--- src/hw/vfd_pkg.sv ---
`default_nettype none
package vfd_pkg;
    // Timing
    localparam int CLK_PERIOD_NS = 20;
    localparam int SLOT_TICK_NS = 1000;
    localparam int SLOT_TICK_CYCLES = (SLOT_TICK_NS + CLK_PERIOD_NS - 1) / CLK_PERIOD_NS;

    // Geometry
    localparam int GRID_COUNT = 16;
    localparam int SEG_WIDTH = 35;
    localparam int SYM_WIDTH = 2;
    localparam logic [3:0] GRID_BASE = 4'h7;
    localparam logic [3:0] GRID_LAST_FULL = 4'hf;

    // Command byte layout
    localparam int CMD_SEL_MSB = 7;
    localparam int CMD_SEL_LSB = 4;
    localparam logic [3:0] CMD_SEL_GPO = 4'h4;
    localparam logic [3:0] CMD_SEL_DUTY = 4'h5;
    localparam logic [3:0] CMD_SEL_DIGITS = 4'h6;
    localparam logic [3:0] CMD_SEL_LIGHTS = 4'h7;
    localparam int GPO_ONE_BIT = 0;
    localparam int GPO_TWO_BIT = 1;
    localparam int VAL_MSB = 2;
    localparam int LIGHTS_OFF_BIT = 0;
    localparam int LIGHTS_ON_BIT = 1;

    // Register offsets
    localparam logic [3:0] REG_CMD = 4'h0;
    localparam logic [3:0] REG_GPO = 4'h1;
    localparam logic [3:0] REG_DUTY = 4'h2;
    localparam logic [3:0] REG_DIGITS = 4'h3;
    localparam logic [3:0] REG_LIGHTS = 4'h4;
    localparam logic [3:0] REG_SCAN = 4'h5;
    localparam logic [3:0] REG_CMD_OK = 4'h6;
    localparam logic [3:0] REG_CMD_BAD = 4'h7;
    localparam logic [3:0] REG_LAST_CMD = 4'h8;

    // Reset values
    localparam logic [1:0] GPO_RESET = 2'h0;
    localparam logic [2:0] DUTY_RESET = 3'h0;
    localparam logic [2:0] DIGITS_RESET = 3'h0;
    localparam logic LIGHTS_OFF_RESET = 1'h1;
    localparam logic LIGHTS_ON_RESET = 1'h0;
endpackage : vfd_pkg
`default_nettype wire

--- src/hw/vfd_scan_if.sv ---
`timescale 1ns/100ps
`default_nettype none
interface vfd_scan_if;
    logic [2:0] duty;
    logic [2:0] digits;
    logic [3:0] gridIdx;
    logic [15:0] gridOut;
    logic slotStart;

    modport ctrl (output duty, output digits, input gridIdx, input gridOut, input slotStart);
    modport scan (input duty, input digits, output gridIdx, output gridOut, output slotStart);
endinterface : vfd_scan_if
`default_nettype wire

--- src/hw/vfd_ctrl.sv ---
// Summary of operation
// - Two general outputs hold levels statically
// - Port bit one drives high, zero low
// - Reset drives both general outputs low
// - Duty value N gives (8+N)/16 on-time
// - Reset clears duty to minimum 8/16
// - Digit value 0 is 16, else 8+N
// - Reset clears digit count to sixteen
// - Off forces segments low, on forces high
// - Reset sets off flag, clears on flag
// - Both flags set drives segments high
// - Light override leaves general outputs alone
`timescale 1ns/100ps
`default_nettype none
module vfd_ctrl #(
    parameter int SEG_W = vfd_pkg::SEG_WIDTH,
    parameter int SYM_W = vfd_pkg::SYM_WIDTH,
    parameter int TICK_CYCLES = vfd_pkg::SLOT_TICK_CYCLES
) (
    input wire logic ref_clk,
    input wire logic sys_rst,
    input wire logic [3:0] regAddr,
    input wire logic [7:0] regWrData,
    input wire logic regWrStb,
    input wire logic regRdStb,
    output logic [7:0] regRdData,
    input wire logic [SEG_W-1:0] segData,
    input wire logic [SYM_W-1:0] symData,
    output logic [SEG_W-1:0] segment_outputs,
    output logic [SYM_W-1:0] symbol_outputs,
    output logic [15:0] grid_outputs,
    output logic [3:0] scanGrid,
    output logic general_output_one,
    output logic general_output_two
);
    // ------------------------------------------------------------
    // Command decode
    // ------------------------------------------------------------
    logic cmdWrite;
    logic [3:0] cmdSel;
    logic isGpo;
    logic isDuty;
    logic isDigits;
    logic isLights;
    logic cmdKnown;

    assign cmdWrite = regWrStb && (regAddr == vfd_pkg::REG_CMD);
    assign cmdSel = regWrData[vfd_pkg::CMD_SEL_MSB:vfd_pkg::CMD_SEL_LSB];
    assign isGpo = cmdWrite && (cmdSel == vfd_pkg::CMD_SEL_GPO);
    assign isDuty = cmdWrite && (cmdSel == vfd_pkg::CMD_SEL_DUTY);
    assign isDigits = cmdWrite && (cmdSel == vfd_pkg::CMD_SEL_DIGITS);
    assign isLights = cmdWrite && (cmdSel == vfd_pkg::CMD_SEL_LIGHTS);
    assign cmdKnown = isGpo || isDuty || isDigits || isLights;

    // ------------------------------------------------------------
    // Setting registers
    // ------------------------------------------------------------
    logic [1:0] gpo_reg;
    logic [1:0] gpo_next;
    logic [2:0] duty_reg;
    logic [2:0] duty_next;
    logic [2:0] digits_reg;
    logic [2:0] digits_next;
    logic lightsOff_reg;
    logic lightsOff_next;
    logic lightsOn_reg;
    logic lightsOn_next;

    // Only the data bits are taken; the rest of the byte is don't care
    assign gpo_next = isGpo ? {regWrData[vfd_pkg::GPO_TWO_BIT], regWrData[vfd_pkg::GPO_ONE_BIT]}
                            : gpo_reg;
    assign duty_next = isDuty ? regWrData[vfd_pkg::VAL_MSB:0] : duty_reg;
    assign digits_next = isDigits ? regWrData[vfd_pkg::VAL_MSB:0] : digits_reg;
    assign lightsOff_next = isLights ? regWrData[vfd_pkg::LIGHTS_OFF_BIT] : lightsOff_reg;
    assign lightsOn_next = isLights ? regWrData[vfd_pkg::LIGHTS_ON_BIT] : lightsOn_reg;

    always_ff @(posedge ref_clk) begin
        if (sys_rst) begin
            gpo_reg <= vfd_pkg::GPO_RESET;
            duty_reg <= vfd_pkg::DUTY_RESET;
            digits_reg <= vfd_pkg::DIGITS_RESET;
            lightsOff_reg <= vfd_pkg::LIGHTS_OFF_RESET;
            lightsOn_reg <= vfd_pkg::LIGHTS_ON_RESET;
        end else begin
            gpo_reg <= gpo_next;
            duty_reg <= duty_next;
            digits_reg <= digits_next;
            lightsOff_reg <= lightsOff_next;
            lightsOn_reg <= lightsOn_next;
        end
    end

    // ------------------------------------------------------------
    // General outputs
    // ------------------------------------------------------------
    // Static levels, never touched by scanning or by the light override
    always_ff @(posedge ref_clk) begin
        if (sys_rst) begin
            general_output_one <= 1'b0;
            general_output_two <= 1'b0;
        end else begin
            general_output_one <= gpo_next[vfd_pkg::GPO_ONE_BIT];
            general_output_two <= gpo_next[vfd_pkg::GPO_TWO_BIT];
        end
    end

    // ------------------------------------------------------------
    // Grid scanner
    // ------------------------------------------------------------
    // Settings change the scan at once; the host is expected to set
    // them while the display is dark, so no glitch guard is kept here
    vfd_scan_if scanIf ();
    assign scanIf.duty = duty_reg;
    assign scanIf.digits = digits_reg;

    vfd_grid_scan #(
        .TICK_CYCLES(TICK_CYCLES)
    ) uScan (
        .ref_clk(ref_clk),
        .sys_rst(sys_rst),
        .scanIf(scanIf.scan)
    );

    // ------------------------------------------------------------
    // Segment and symbol drive with all-lights override
    // ------------------------------------------------------------
    logic [SEG_W-1:0] segSel;
    logic [SYM_W-1:0] symSel;

    // All-on wins over all-off
    assign segSel = lightsOn_reg ? {SEG_W{1'b1}} : (lightsOff_reg ? {SEG_W{1'b0}} : segData);
    assign symSel = lightsOn_reg ? {SYM_W{1'b1}} : (lightsOff_reg ? {SYM_W{1'b0}} : symData);

    always_ff @(posedge ref_clk) begin
        if (sys_rst) begin
            segment_outputs <= '0;
            symbol_outputs <= '0;
            grid_outputs <= 16'h0;
            scanGrid <= 4'h0;
        end else begin
            segment_outputs <= segSel;
            symbol_outputs <= symSel;
            grid_outputs <= scanIf.gridOut;
            scanGrid <= scanIf.gridIdx;
        end
    end

    // ------------------------------------------------------------
    // Command statistics
    // ------------------------------------------------------------
    logic [7:0] cmdOk_reg;
    logic [7:0] cmdBad_reg;
    logic [7:0] lastCmd_reg;

    always_ff @(posedge ref_clk) begin
        if (sys_rst) begin
            cmdOk_reg <= 8'h0;
            cmdBad_reg <= 8'h0;
            lastCmd_reg <= 8'h0;
        end else if (cmdWrite) begin
            lastCmd_reg <= regWrData;
            if (cmdKnown) begin
                cmdOk_reg <= cmdOk_reg + 8'h1;
            end else begin
                cmdBad_reg <= cmdBad_reg + 8'h1;
            end
        end
    end

    // ------------------------------------------------------------
    // Register read port
    // ------------------------------------------------------------
    logic [7:0] rdMux;

    always_comb begin
        case (regAddr)
            vfd_pkg::REG_GPO: rdMux = {6'h0, gpo_reg};
            vfd_pkg::REG_DUTY: rdMux = {5'h0, duty_reg};
            vfd_pkg::REG_DIGITS: rdMux = {5'h0, digits_reg};
            vfd_pkg::REG_LIGHTS: rdMux = {6'h0, lightsOn_reg, lightsOff_reg};
            vfd_pkg::REG_SCAN: rdMux = {4'h0, scanIf.gridIdx};
            vfd_pkg::REG_CMD_OK: rdMux = cmdOk_reg;
            vfd_pkg::REG_CMD_BAD: rdMux = cmdBad_reg;
            vfd_pkg::REG_LAST_CMD: rdMux = lastCmd_reg;
            default: rdMux = 8'h0;
        endcase
    end

    // Data stands only in the cycle after the strobe
    always_ff @(posedge ref_clk) begin
        if (sys_rst || !regRdStb) begin
            regRdData <= 8'h0;
        end else begin
            regRdData <= rdMux;
        end
    end
endmodule : vfd_ctrl
`default_nettype wire

--- src/hw/vfd_grid_scan.sv ---
`timescale 1ns/100ps
`default_nettype none
module vfd_grid_scan #(
    parameter int TICK_CYCLES = vfd_pkg::SLOT_TICK_CYCLES
) (
    input wire logic ref_clk,
    input wire logic sys_rst,
    vfd_scan_if.scan scanIf
);
    // ------------------------------------------------------------
    // Slot tick divider
    // ------------------------------------------------------------
    logic [15:0] divCnt_reg;
    logic tick;
    assign tick = (divCnt_reg == 16'(TICK_CYCLES - 1));

    always_ff @(posedge ref_clk) begin
        if (sys_rst || tick) begin
            divCnt_reg <= 16'h0;
        end else begin
            divCnt_reg <= divCnt_reg + 16'h1;
        end
    end

    // ------------------------------------------------------------
    // Grid sequencing: sixteen ticks per grid slot
    // ------------------------------------------------------------
    logic [3:0] phase_reg;
    logic [3:0] grid_reg;
    logic [3:0] lastGrid;
    logic [3:0] onTicks;
    logic slotEnd;
    logic wrapGrid;
    logic gridOn;

    // Value 0 scans all sixteen grids, N scans grids 0..7+N
    assign lastGrid = (scanIf.digits == vfd_pkg::DIGITS_RESET) ? vfd_pkg::GRID_LAST_FULL
                                                                 : ({1'b0, scanIf.digits} + vfd_pkg::GRID_BASE);
    // On-time is 8+N of the sixteen ticks
    assign onTicks = {1'b1, scanIf.duty};
    assign slotEnd = tick && (phase_reg == 4'hf);
    // A shrunk count pulls an out-of-range index back to grid 0 at the end of the current slot
    assign wrapGrid = (grid_reg >= lastGrid);
    assign gridOn = (phase_reg < onTicks);

    always_ff @(posedge ref_clk) begin
        if (sys_rst) begin
            phase_reg <= 4'h0;
            grid_reg <= 4'h0;
        end else if (tick) begin
            phase_reg <= phase_reg + 4'h1;
            if (slotEnd) begin
                grid_reg <= wrapGrid ? 4'h0 : grid_reg + 4'h1;
            end
        end
    end

    // ------------------------------------------------------------
    // Registered grid drive
    // ------------------------------------------------------------
    logic [15:0] gridOut_reg;
    logic slotStart_reg;
    genvar g;
    generate
        for (g = 0; g < vfd_pkg::GRID_COUNT; g++) begin : gGrid
            always_ff @(posedge ref_clk) begin
                if (sys_rst) begin
                    gridOut_reg[g] <= 1'b0;
                end else begin
                    gridOut_reg[g] <= gridOn && (grid_reg == 4'(g));
                end
            end
        end
    endgenerate

    always_ff @(posedge ref_clk) begin
        if (sys_rst) begin
            slotStart_reg <= 1'b0;
        end else begin
            slotStart_reg <= slotEnd;
        end
    end

    assign scanIf.gridOut = gridOut_reg;
    assign scanIf.gridIdx = grid_reg;
    assign scanIf.slotStart = slotStart_reg;
endmodule : vfd_grid_scan
`default_nettype wire

--- config.mk ---
export PLATFORM = sky130hd
export DESIGN_NAME = vfd_ctrl
export DESIGN_NICKNAME = d
export VERILOG_FILES = /design/src/hw/vfd_pkg.sv /design/src/hw/vfd_scan_if.sv /design/src/hw/vfd_ctrl.sv /design/src/hw/vfd_grid_scan.sv
export SDC_FILE = /design/constraint.sdc
export NUM_CORES = 1
export LEC_CHECK = 0
export ABC_CLOCK_PERIOD_IN_PS = 2700
export BUFFER_PORTS_ARGS = -buffer_cell sky130_fd_sc_hd__buf_2
export CAP_MARGIN = 20
export CORE_MARGIN = 2
export CORE_UTILIZATION = 40
export CTS_CLUSTER_DIAMETER = 120
export DETAILED_ROUTE_END_ITERATION = 12
export PLACE_DENSITY = 0.68
export SYNTH_ARGS = -nofsm -noshare
export SYNTH_HDL_FRONTEND = slang
export SYNTH_SLANG_ARGS = --single-unit
--- constraint.sdc ---
create_clock -name ref_clk -period 2.7 [get_ports ref_clk]
set_input_delay 0.27 -clock ref_clk [delete_from_list [all_inputs] [get_ports ref_clk]]
set_output_delay 0.27 -clock ref_clk [all_outputs]
set_load 0.1 [all_outputs]
# Word level (Yosys, flattened, before mapping)
# Cells that the tools add are included.
# word_totals
reg_bits	141
latch_bits	0
mem_bits_rw	0
rom_bits	0
output_inout_bits	67
n_memories	0
# op_classes
add_sub_neg	6
n_mul	0
div_mod_pow	0
magnitude_cmp	2
eq_ne	29
n_shift	0
n_mux	8
n_bitwise	1
n_reduce_logical	34
# ops
op	count
two-way mux 35 bit	2
one-hot mux 8 bit (8 select lines)	1
equality test 4 x 3 -> 1 bit (second input constant)	12
equality test 4 bit (second input constant)	10
logical AND 1 bit	22
adder 16 x 1 -> 16 bit (second input constant)	1
adder 8 x 1 -> 8 bit (second input constant)	2
equality test 16 x 6 -> 1 bit (second input constant)	1
equality test 4 x 2 -> 1 bit (second input constant)	4
adder 4 x 1 -> 4 bit (second input constant)	2
equality test 4 x 1 -> 1 bit (second input constant)	2
logical NOT 4 bit	2
two-way mux 4 bit	2
two-way mux 2 bit	3
AND reduction 2 bit	3
logical OR 1 bit	5
adder 3 x 3 -> 4 bit (second input constant)	1
>= comparator 4 bit	1
less-than comparator 4 bit	1
logical NOT 3 bit	1
logical NOT 1 bit	1
inverter 1 bit	1

# Logic depth before layout (Yosys ltp)
# Gate-level depths: netlist of the first run.
# depth
depth_word	8
ltp_mapped	9
depth_no_buf	9

# By module
# Synthesis of the first run repeated with hierarchy kept, for this count alone.
# hier_totals
hier_cells	601
hier_area_um2	5522.8
# modules_own_cells
mod	instances	cells_per_inst	area_each_um2
vfd_ctrl	1	405	3689.8
vfd_grid_scan	1	196	1833.0

# Worst setup path after synthesis of the first run
# Ideal clock, no wire load.
# synth_path
path_type	register to register
from	register digits_reg[0]
to	register uScan.grid_reg[2] (netlist: uScan.scanIf.gridIdx[2])
t_arrival_ns	2.184
t_required_ns	2.626
setup_slack_ns	0.442
path_stages_with_launch	10
cell_sequence	dfxtp_1 > inv_1 > ha_1 > ha_1 > nand2b_1 > ha_1 > nand2b_1 > a2111oi_2 > o2111ai_1 > a31oi_1
# synth_via
elab_chain_len	4
word_cells_on_any_way	5
cone_classes	1 x add/sub; 1 x order compare; 2 x mux; 1 x reduce/logical
# synth_lines
element	line	source
start: declaration	vfd_ctrl.sv:62	logic [2:0] digits_reg;
start signal: assignment	vfd_ctrl.sv:81	digits_reg <= vfd_pkg::DIGITS_RESET;
start signal: assignment	vfd_ctrl.sv:87	digits_reg <= digits_next;
adder 3 x 3 -> 4 bit or logical NOT 3 bit (tied branches)	vfd_grid_scan.sv:38, vfd_grid_scan.sv:37	
two-way mux 4 bit *	vfd_grid_scan.sv:37	assign lastGrid = (scanIf.digits == vfd_pkg::DIGITS_RESET) ? vfd_pkg::GRID_LAST_FULL
>= comparator 4 bit *	vfd_grid_scan.sv:43	assign wrapGrid = (grid_reg >= lastGrid);
two-way mux 4 bit *	vfd_grid_scan.sv:53	grid_reg <= wrapGrid ? 4'h0 : grid_reg + 4'h1;
end signal: assignment	vfd_grid_scan.sv:53	
end: declaration	vfd_grid_scan.sv:29	logic [3:0] grid_reg;
# Every way passes the cells marked *; elsewhere a longest branch is shown, timed or not.
# A chain may end at the register's enable or synchronous reset.

# Worst setup path after layout of the first run
# Same ends and word-level chain as after synthesis.

==> results of run 1 <==
[layout make-up]
cell class / instances / area (um^2)
Clock buffer: 17 / 425
Clock inverter: 15 / 260
Fill cell: 1301 / 6770
Inverter: 16 / 60.1
Multi-Input combinational cell: 414 / 2590
Sequential cell: 139 / 2780
Tap cell: 180 / 225
Timing Repair Buffer: 126 / 651
[placed cells by master, fill, tap and decap left out, drive strengths merged, types with 7 or more instances in the layout]
cell and n:
mux2i 18, a211oi 16, or4 8, o31ai 8, nand4 14, clkbuf 17, o21ai 16, nor2 79
nand3 22, xor2 7, nand2 36, ha 17, or3 9, dfxtp 139, a21oi 68, nor2b 29
buf 126, xnor2 8, inv 21
[power groups by stage]
stage / Sequential (uW) / Clock (uW) / Combinational [uW]
2_1_floorplan: 2160 / 0 / 105
3_5_place_dp: 2130 / 0 / 203
4_1_cts: 2090 / 2710 / 204
6_report: 2090 / 2670 / 204
5_1_grt: 2090 / 2800 / 221
3_3_place_gp: 2130 / 0 / 199
[logic make-up after synthesis]
family / count (synthesis) / synth area share
xor gates and xnor gates: 15 / 0.0235
buffers and inverters: 54 / 0.0383
muxes: 21 / 0.0444
AOI/OAI and AO/OA: 129 / 0.139
and+or+nand+nor: 232 / 0.217
DFF: 139 / 0.499
adders and majority gates: 17 / 0.0381
[through the flow]
step / area [um^2] / power [uW] / util
final: 7000 / 4960 / 0.508
after global routing: 7000 / 5110 / 0.508
after CTS: 6990 / 5010 / 0.507
after detailed placement: 6300 / 2340 / 0.457
after global placement: 6300 / 2330 / 0.457
after floorplan: 5580 / 2260 / -
[Yosys cell counts, types with 2 or more instances]
library cell,instances,area (um^2)
a31oi_1,2,12.5
buf_2,2,10.0
a211oi_1,16,120
nand3b_1,4,30.0
buf_4,2,15.0
and4_1,4,35.0
nand2_1,36,135
o21ai_0,15,75.1
o2111ai_1,4,35.0
nor4_1,5,31.3
nand2b_1,6,37.5
mux4_2,3,67.6
a31o_2,2,17.5
nand3_2,2,20.0
or3_1,7,43.8
inv_1,15,56.3
a21o_1,2,15.0
nor2b_1,29,181
nand3_1,20,100
a2bb2oi_1,5,43.8
a21oi_1,68,340
and2_1,3,18.8
o211ai_1,2,15.0
buf_1,9,33.8
o31ai_1,8,60.1
mux2i_1,18,180
ha_1,17,213
clkbuf_1,24,90.1
nor2_1,79,297
or4_1,8,60.1
nand4_1,13,81.3
xnor2_1,8,70.1
dfxtp_1,139,2780
and3_1,4,25.0
xor2_1,7,61.3
[timing repair]
action,CTS,global route
hold endpoints to repair,0,0
setup endpoints to repair,0,4
resized for setup,0,1
hold buffers,0,0
[critical path: stages (launching register included)]
cell	delay [ps]
dfxtp_1	390
inv_1	90
ha_1	210
ha_1	210
nand2b_1	160
ha_1	270
nand2b_1	170
a2111oi_4	510
o21ai_0	200
a31oi_1	200
[per-layer routing]
metal,vias up,part of all wire
met5,-,0
met4,0,0.020
met3,24,0.080
met2,183,0.45
met1,2242,0.45
li1,2345,-
[how the worst max path moves through the flow]
stage	from	to	slack [ps]	cells after the start
floorplan	digits_reg[0]$_SDFFE_PP0P_	uScan.scanIf.gridIdx[2]$_SDFFE_PP0P_	440	9
global placement	digits_reg[0]$_SDFFE_PP0P_	uScan.scanIf.gridIdx[2]$_SDFFE_PP0P_	300	9
detailed placement	digits_reg[0]$_SDFFE_PP0P_	uScan.scanIf.gridIdx[2]$_SDFFE_PP0P_	180	9
CTS	digits_reg[0]$_SDFFE_PP0P_	uScan.scanIf.gridIdx[2]$_SDFFE_PP0P_	120	9
global route	digits_reg[0]$_SDFFE_PP0P_	uScan.scanIf.gridIdx[2]$_SDFFE_PP0P_	70	8
finish	digits_reg[0]$_SDFFE_PP0P_	uScan.scanIf.gridIdx[2]$_SDFFE_PP0P_	200	9
==> metrics.cfg, run 1 <==
[status]
status = completed

[clock_tree]
h-tree-depth = 4
clockBufferDepth = 2
clkSlewWorstSetupHoldPaths_ps = 60
cts_tree = yes
cts.sinks = 139
post_cts_buffers = 0
root_buffer = clkbuf_16
clk_latency_ps = 420
numCtsBuffers = 17

[hold_path]
hp-start = segData[4]
hold_end = segment_outputs[4]$_SDFF_PP0_
hold_depth = 3
worstHoldPathType = in -> reg

[detailed_routing]
drt-wirelength-per-cell_um = 14.1
via_per_inst = 5.29
vias = 4794
drt_iter0_markers = 264
drc_errors = 0
antenna_left = 0
wl_mm = 12.8
first_pass_iters = 5

[pwr]
pwr-share-seq = 0.421
p_switching_uw = 1070
pwr-share-clk = 0.538
peakVddDrop_uv = 384
comb_power_share = 0.041
p_per_area_mw_per_mm2 = 708
intPower_uw = 3890
p_leak_uw = 0.00292
p_sw_frac = 0.215

[sta]
min_period_ps = 2500
rsz0062_at_grt = no
slew_violations = 0
worst_pin_slew_ps = 815
whs_ps = 80.8
hold_violations = 0
setup_tns_ps = 0
finalSetupViolations = 0
fmax_mhz = 401
period_share = 0.925
layout_setup_ws_ps = 203
slew_headroom = 0.456
fin_worst_skew_ps = 9.36

[floorplan]
die_y_um = 122
die_area_mm2 = 0.0149
io-pin-count = 120
die_x_um = 122
fp-row-count = 43
coreArea_mm2 = 0.0138
initial_core_util = 0.405

[layout]
drive_above_1_share = 0.241
syn2layout_area_growth_pct = 25.5
stdcell_count = 907
nets = 784
largest_register = segment_outputs
largest_register_ffs = 35
num_antenna_cells = 0

[grt]
gr-usage-all-layers = 0.172
grt_max_degree = 43
antenna_found_initial = 0
gr-usage-met2 = 0.275
grt_first_pass_wirelength_mm = 20.3
grt_overflow = 0
grt_pass1_vias = 4307
use_met1 = 0.215
use_met3 = 0.0463
busiest_layer = met2

[setup_path]
worstPathArrival_ps = 2840
cp_max_fo = 6
r2r_end = uScan.scanIf.gridIdx[2]$_SDFFE_PP0P_
crit_path_end_kind = flop
critPathKind = reg -> reg
reg2reg_from = digits_reg[0]$_SDFFE_PP0P_
worstSetupStartpointType = flop
required_ps = 3040
rr_worst_depth = 9
rrSetupSlack_ps = 200

[placement]
place_ws_ps = 175
dpl.hpwl_mm = 9.05
portBuffers = 119
dp_cells = 875
gp_congestion = 0.896

[synthesis]
synth_nets = 677
synthFlopType = dfxtp_1
netlist-cell-type-count = 54
ys_seq_area_frac = 0.499
synth_edf_count = 0
synthArstFlopShare = 0
syn-instance-count = 607
ys_seq_elements = 139
yosys_warnings = 0
avgSynthCellArea_um2 = 9.19
syn_area_mm2 = 0.00558

[job]
maxCapViolCount = 0

(Power assumes the default switching activity.)
==> inputs of run 2 (changes only) <==
Settings changed: ABC_CLOCK_PERIOD_IN_PS 2700 to 2420, TNS_END_PERCENT from default to 10.
Clock period 2.7 ns to 2.42 ns, I/O delays scaled along.
==> run 2 against run 1 <==
Against the previous run:
- global-route usage grew 0.53 points
- sequential power rose by 11%
- non-clock buffer count increased by 4
- routed wire length grew 1.1%
- highest routed layer unchanged
- sequential share of layout area is 0.75 points higher
- die area unchanged
- sequential cell count unchanged
==> metrics.cfg, run 2 (same netlist as run 1, synthesis figures left out) <==
[placement]
gp_congestion = 0.875  ; -2.4%
dpl.hpwl_mm = 9.17  ; +1.3%
portBuffers = 119  ; unchanged
place_ws_ps = 52.2  ; -123 ps

[setup_path]
worstSetupStartpointType = flop
worstPathArrival_ps = 2640  ; -200 ps
cp_max_fo = 6  ; unchanged
crit_path_end_kind = flop
required_ps = 2770  ; -270 ps
critPathKind = reg -> reg

[detailed_routing]
via_per_inst = 5.19  ; -1.8%
wl_mm = 12.9  ; +1.1%
vias = 4728  ; -1.4%
drt-wirelength-per-cell_um = 14.2  ; +0.63%
first_pass_iters = 7  ; +2
drt_iter0_markers = 295  ; +12%
antenna_left = 0  ; unchanged
drc_errors = 0  ; unchanged

[floorplan]
fp-row-count = 43  ; unchanged
coreArea_mm2 = 0.0138  ; unchanged
initial_core_util = 0.405  ; unchanged
die_x_um = 122  ; unchanged
die_area_mm2 = 0.0149  ; unchanged
io-pin-count = 120  ; unchanged
die_y_um = 122  ; unchanged

[clock_tree]
clkSlewWorstSetupHoldPaths_ps = 60  ; about the same
post_cts_resized = 0  ; unchanged
post_cts_buffers = 0  ; unchanged
clk_latency_ps = 420  ; about the same
numCtsBuffers = 17  ; unchanged
root_buffer = clkbuf_16
cts_tree = yes
cts.sinks = 139  ; unchanged
h-tree-depth = 4  ; unchanged
clockBufferDepth = 2  ; unchanged
ctsHoldBuffers = 0  ; unchanged

[sta]
fmax_mhz = 436  ; +8.9%
fin_worst_skew_ps = 4.16  ; -5.20 ps
setup_tns_ps = 0  ; unchanged
hold_violations = 0  ; unchanged
slew_violations = 0  ; unchanged
rsz0062_at_grt = no
min_period_ps = 2290  ; -204 ps
finalSetupViolations = 0  ; unchanged
period_share = 0.947  ; +0.0226
layout_setup_ws_ps = 128  ; -75.7 ps
worst_pin_slew_ps = 809  ; -5.81 ps
slew_headroom = 0.460  ; +0.00388

[hold_path]
worstHoldPathType = in -> reg

[layout]
nets = 788  ; +0.51%
syn2layout_area_growth_pct = 23.2
final_cell_mix = 137 x dfxtp_1, 118 x buf_2, 79 x nor2_1
drive_above_1_share = 0.245  ; +0.00415
final_common_cell = dfxtp_1
largest_register_ffs = 35  ; unchanged
num_antenna_cells = 0  ; unchanged
largest_register = segment_outputs

[grt]
antenna_found_initial = 0  ; unchanged
grt_overflow = 0  ; unchanged
grt_pass1_vias = 4351  ; +1.0%
grt_max_degree = 55  ; +28%
gr-usage-all-layers = 0.177  ; +0.00526
grt_first_pass_wirelength_mm = 20.7  ; +2.4%

[job]
maxCapViolCount = 0  ; unchanged

[pwr]
p_per_area_mw_per_mm2 = 713  ; +0.57%
p_leak_uw = 0.00286  ; -2.1%
peakVddDrop_uv = 434  ; +13%

[status]
status = completed

## run 2: changes by cell type in the layout (fill, tap and decap cells not counted), moves of 3 or more
cell        delta
buf_4          +4
clkinvlp_4     +4
bufinv_16      -6
clkinv_2       +3
clkbuf_8       +3
## run 2: path summary, 6_finish.rpt
path                                       startpoint  slack [ps]  cells after the start                                    to
setup reg to reg           digits_reg[0]$_SDFFE_PP0P_         130                     10  uScan.scanIf.gridIdx[2]$_SDFFE_PP0P_
setup / recovery           digits_reg[0]$_SDFFE_PP0P_         130                     10  uScan.scanIf.gridIdx[2]$_SDFFE_PP0P_
hold reg to reg   uScan.scanIf.gridOut[11]$_SDFF_PP0_         430                      1           grid_outputs[11]$_SDFF_PP0_
hold / removal                            segData[23]          60                      3        segment_outputs[23]$_SDFF_PP0_
## run 2: layout make-up
class	instances	area, um^2
Fill cell	1284	6900
Sequential cell	139	2790
Multi-Input combinational cell	414	2580
Timing Repair Buffer	130	681
Clock buffer	22	474
Tap cell	180	225
Clock inverter	10	67.6
Inverter	16	60.1
## run 2: metal layers
| layer | global-route usage | wire, um |
|---|---|---|
| met5 | 0 | 0 |
| met4 | 0.0661 | 231 |
| met3 | 0.0637 | 960 |
| met2 | 0.282 | 5880 |
| met1 | 0.219 | 5880 |
## run 2: worst max-delay path, stage by stage, from the launching register on
cell,delay [ps]
dfxtp_2,350
inv_1,50
ha_1,210
ha_1,220
nand2b_1,150
ha_1,260
nand2b_1,160
a2111oi_2,320
buf_4,200
o2111ai_1,130
a31oi_1,170
## run 2: report_power, final
| group | total [uW] | switching (uW) | internal (uW) |
|---|---|---|---|
| Combinational | 238 | 157 | 80.5 |
| Clock | 2340 | 951 | 1380 |
| Sequential | 2330 | 16.8 | 2310 |
## run 2: per-stage QoR
step / hold slack, ps / util / power [uW] / cells / instance area, um^2
floorplan: 386 / - / 2520 / 607 / 5580
global placement: 419 / 0.460 / 2600 / 879 / 6330
global route: 44.8 / 0.499 / 5080 / 911 / 6880
CTS: 40.6 / 0.499 / 4950 / 911 / 6870
finish: 57.3 / 0.499 / 4900 / 911 / 6880
detailed placement: 427 / 0.460 / 2610 / 879 / 6330
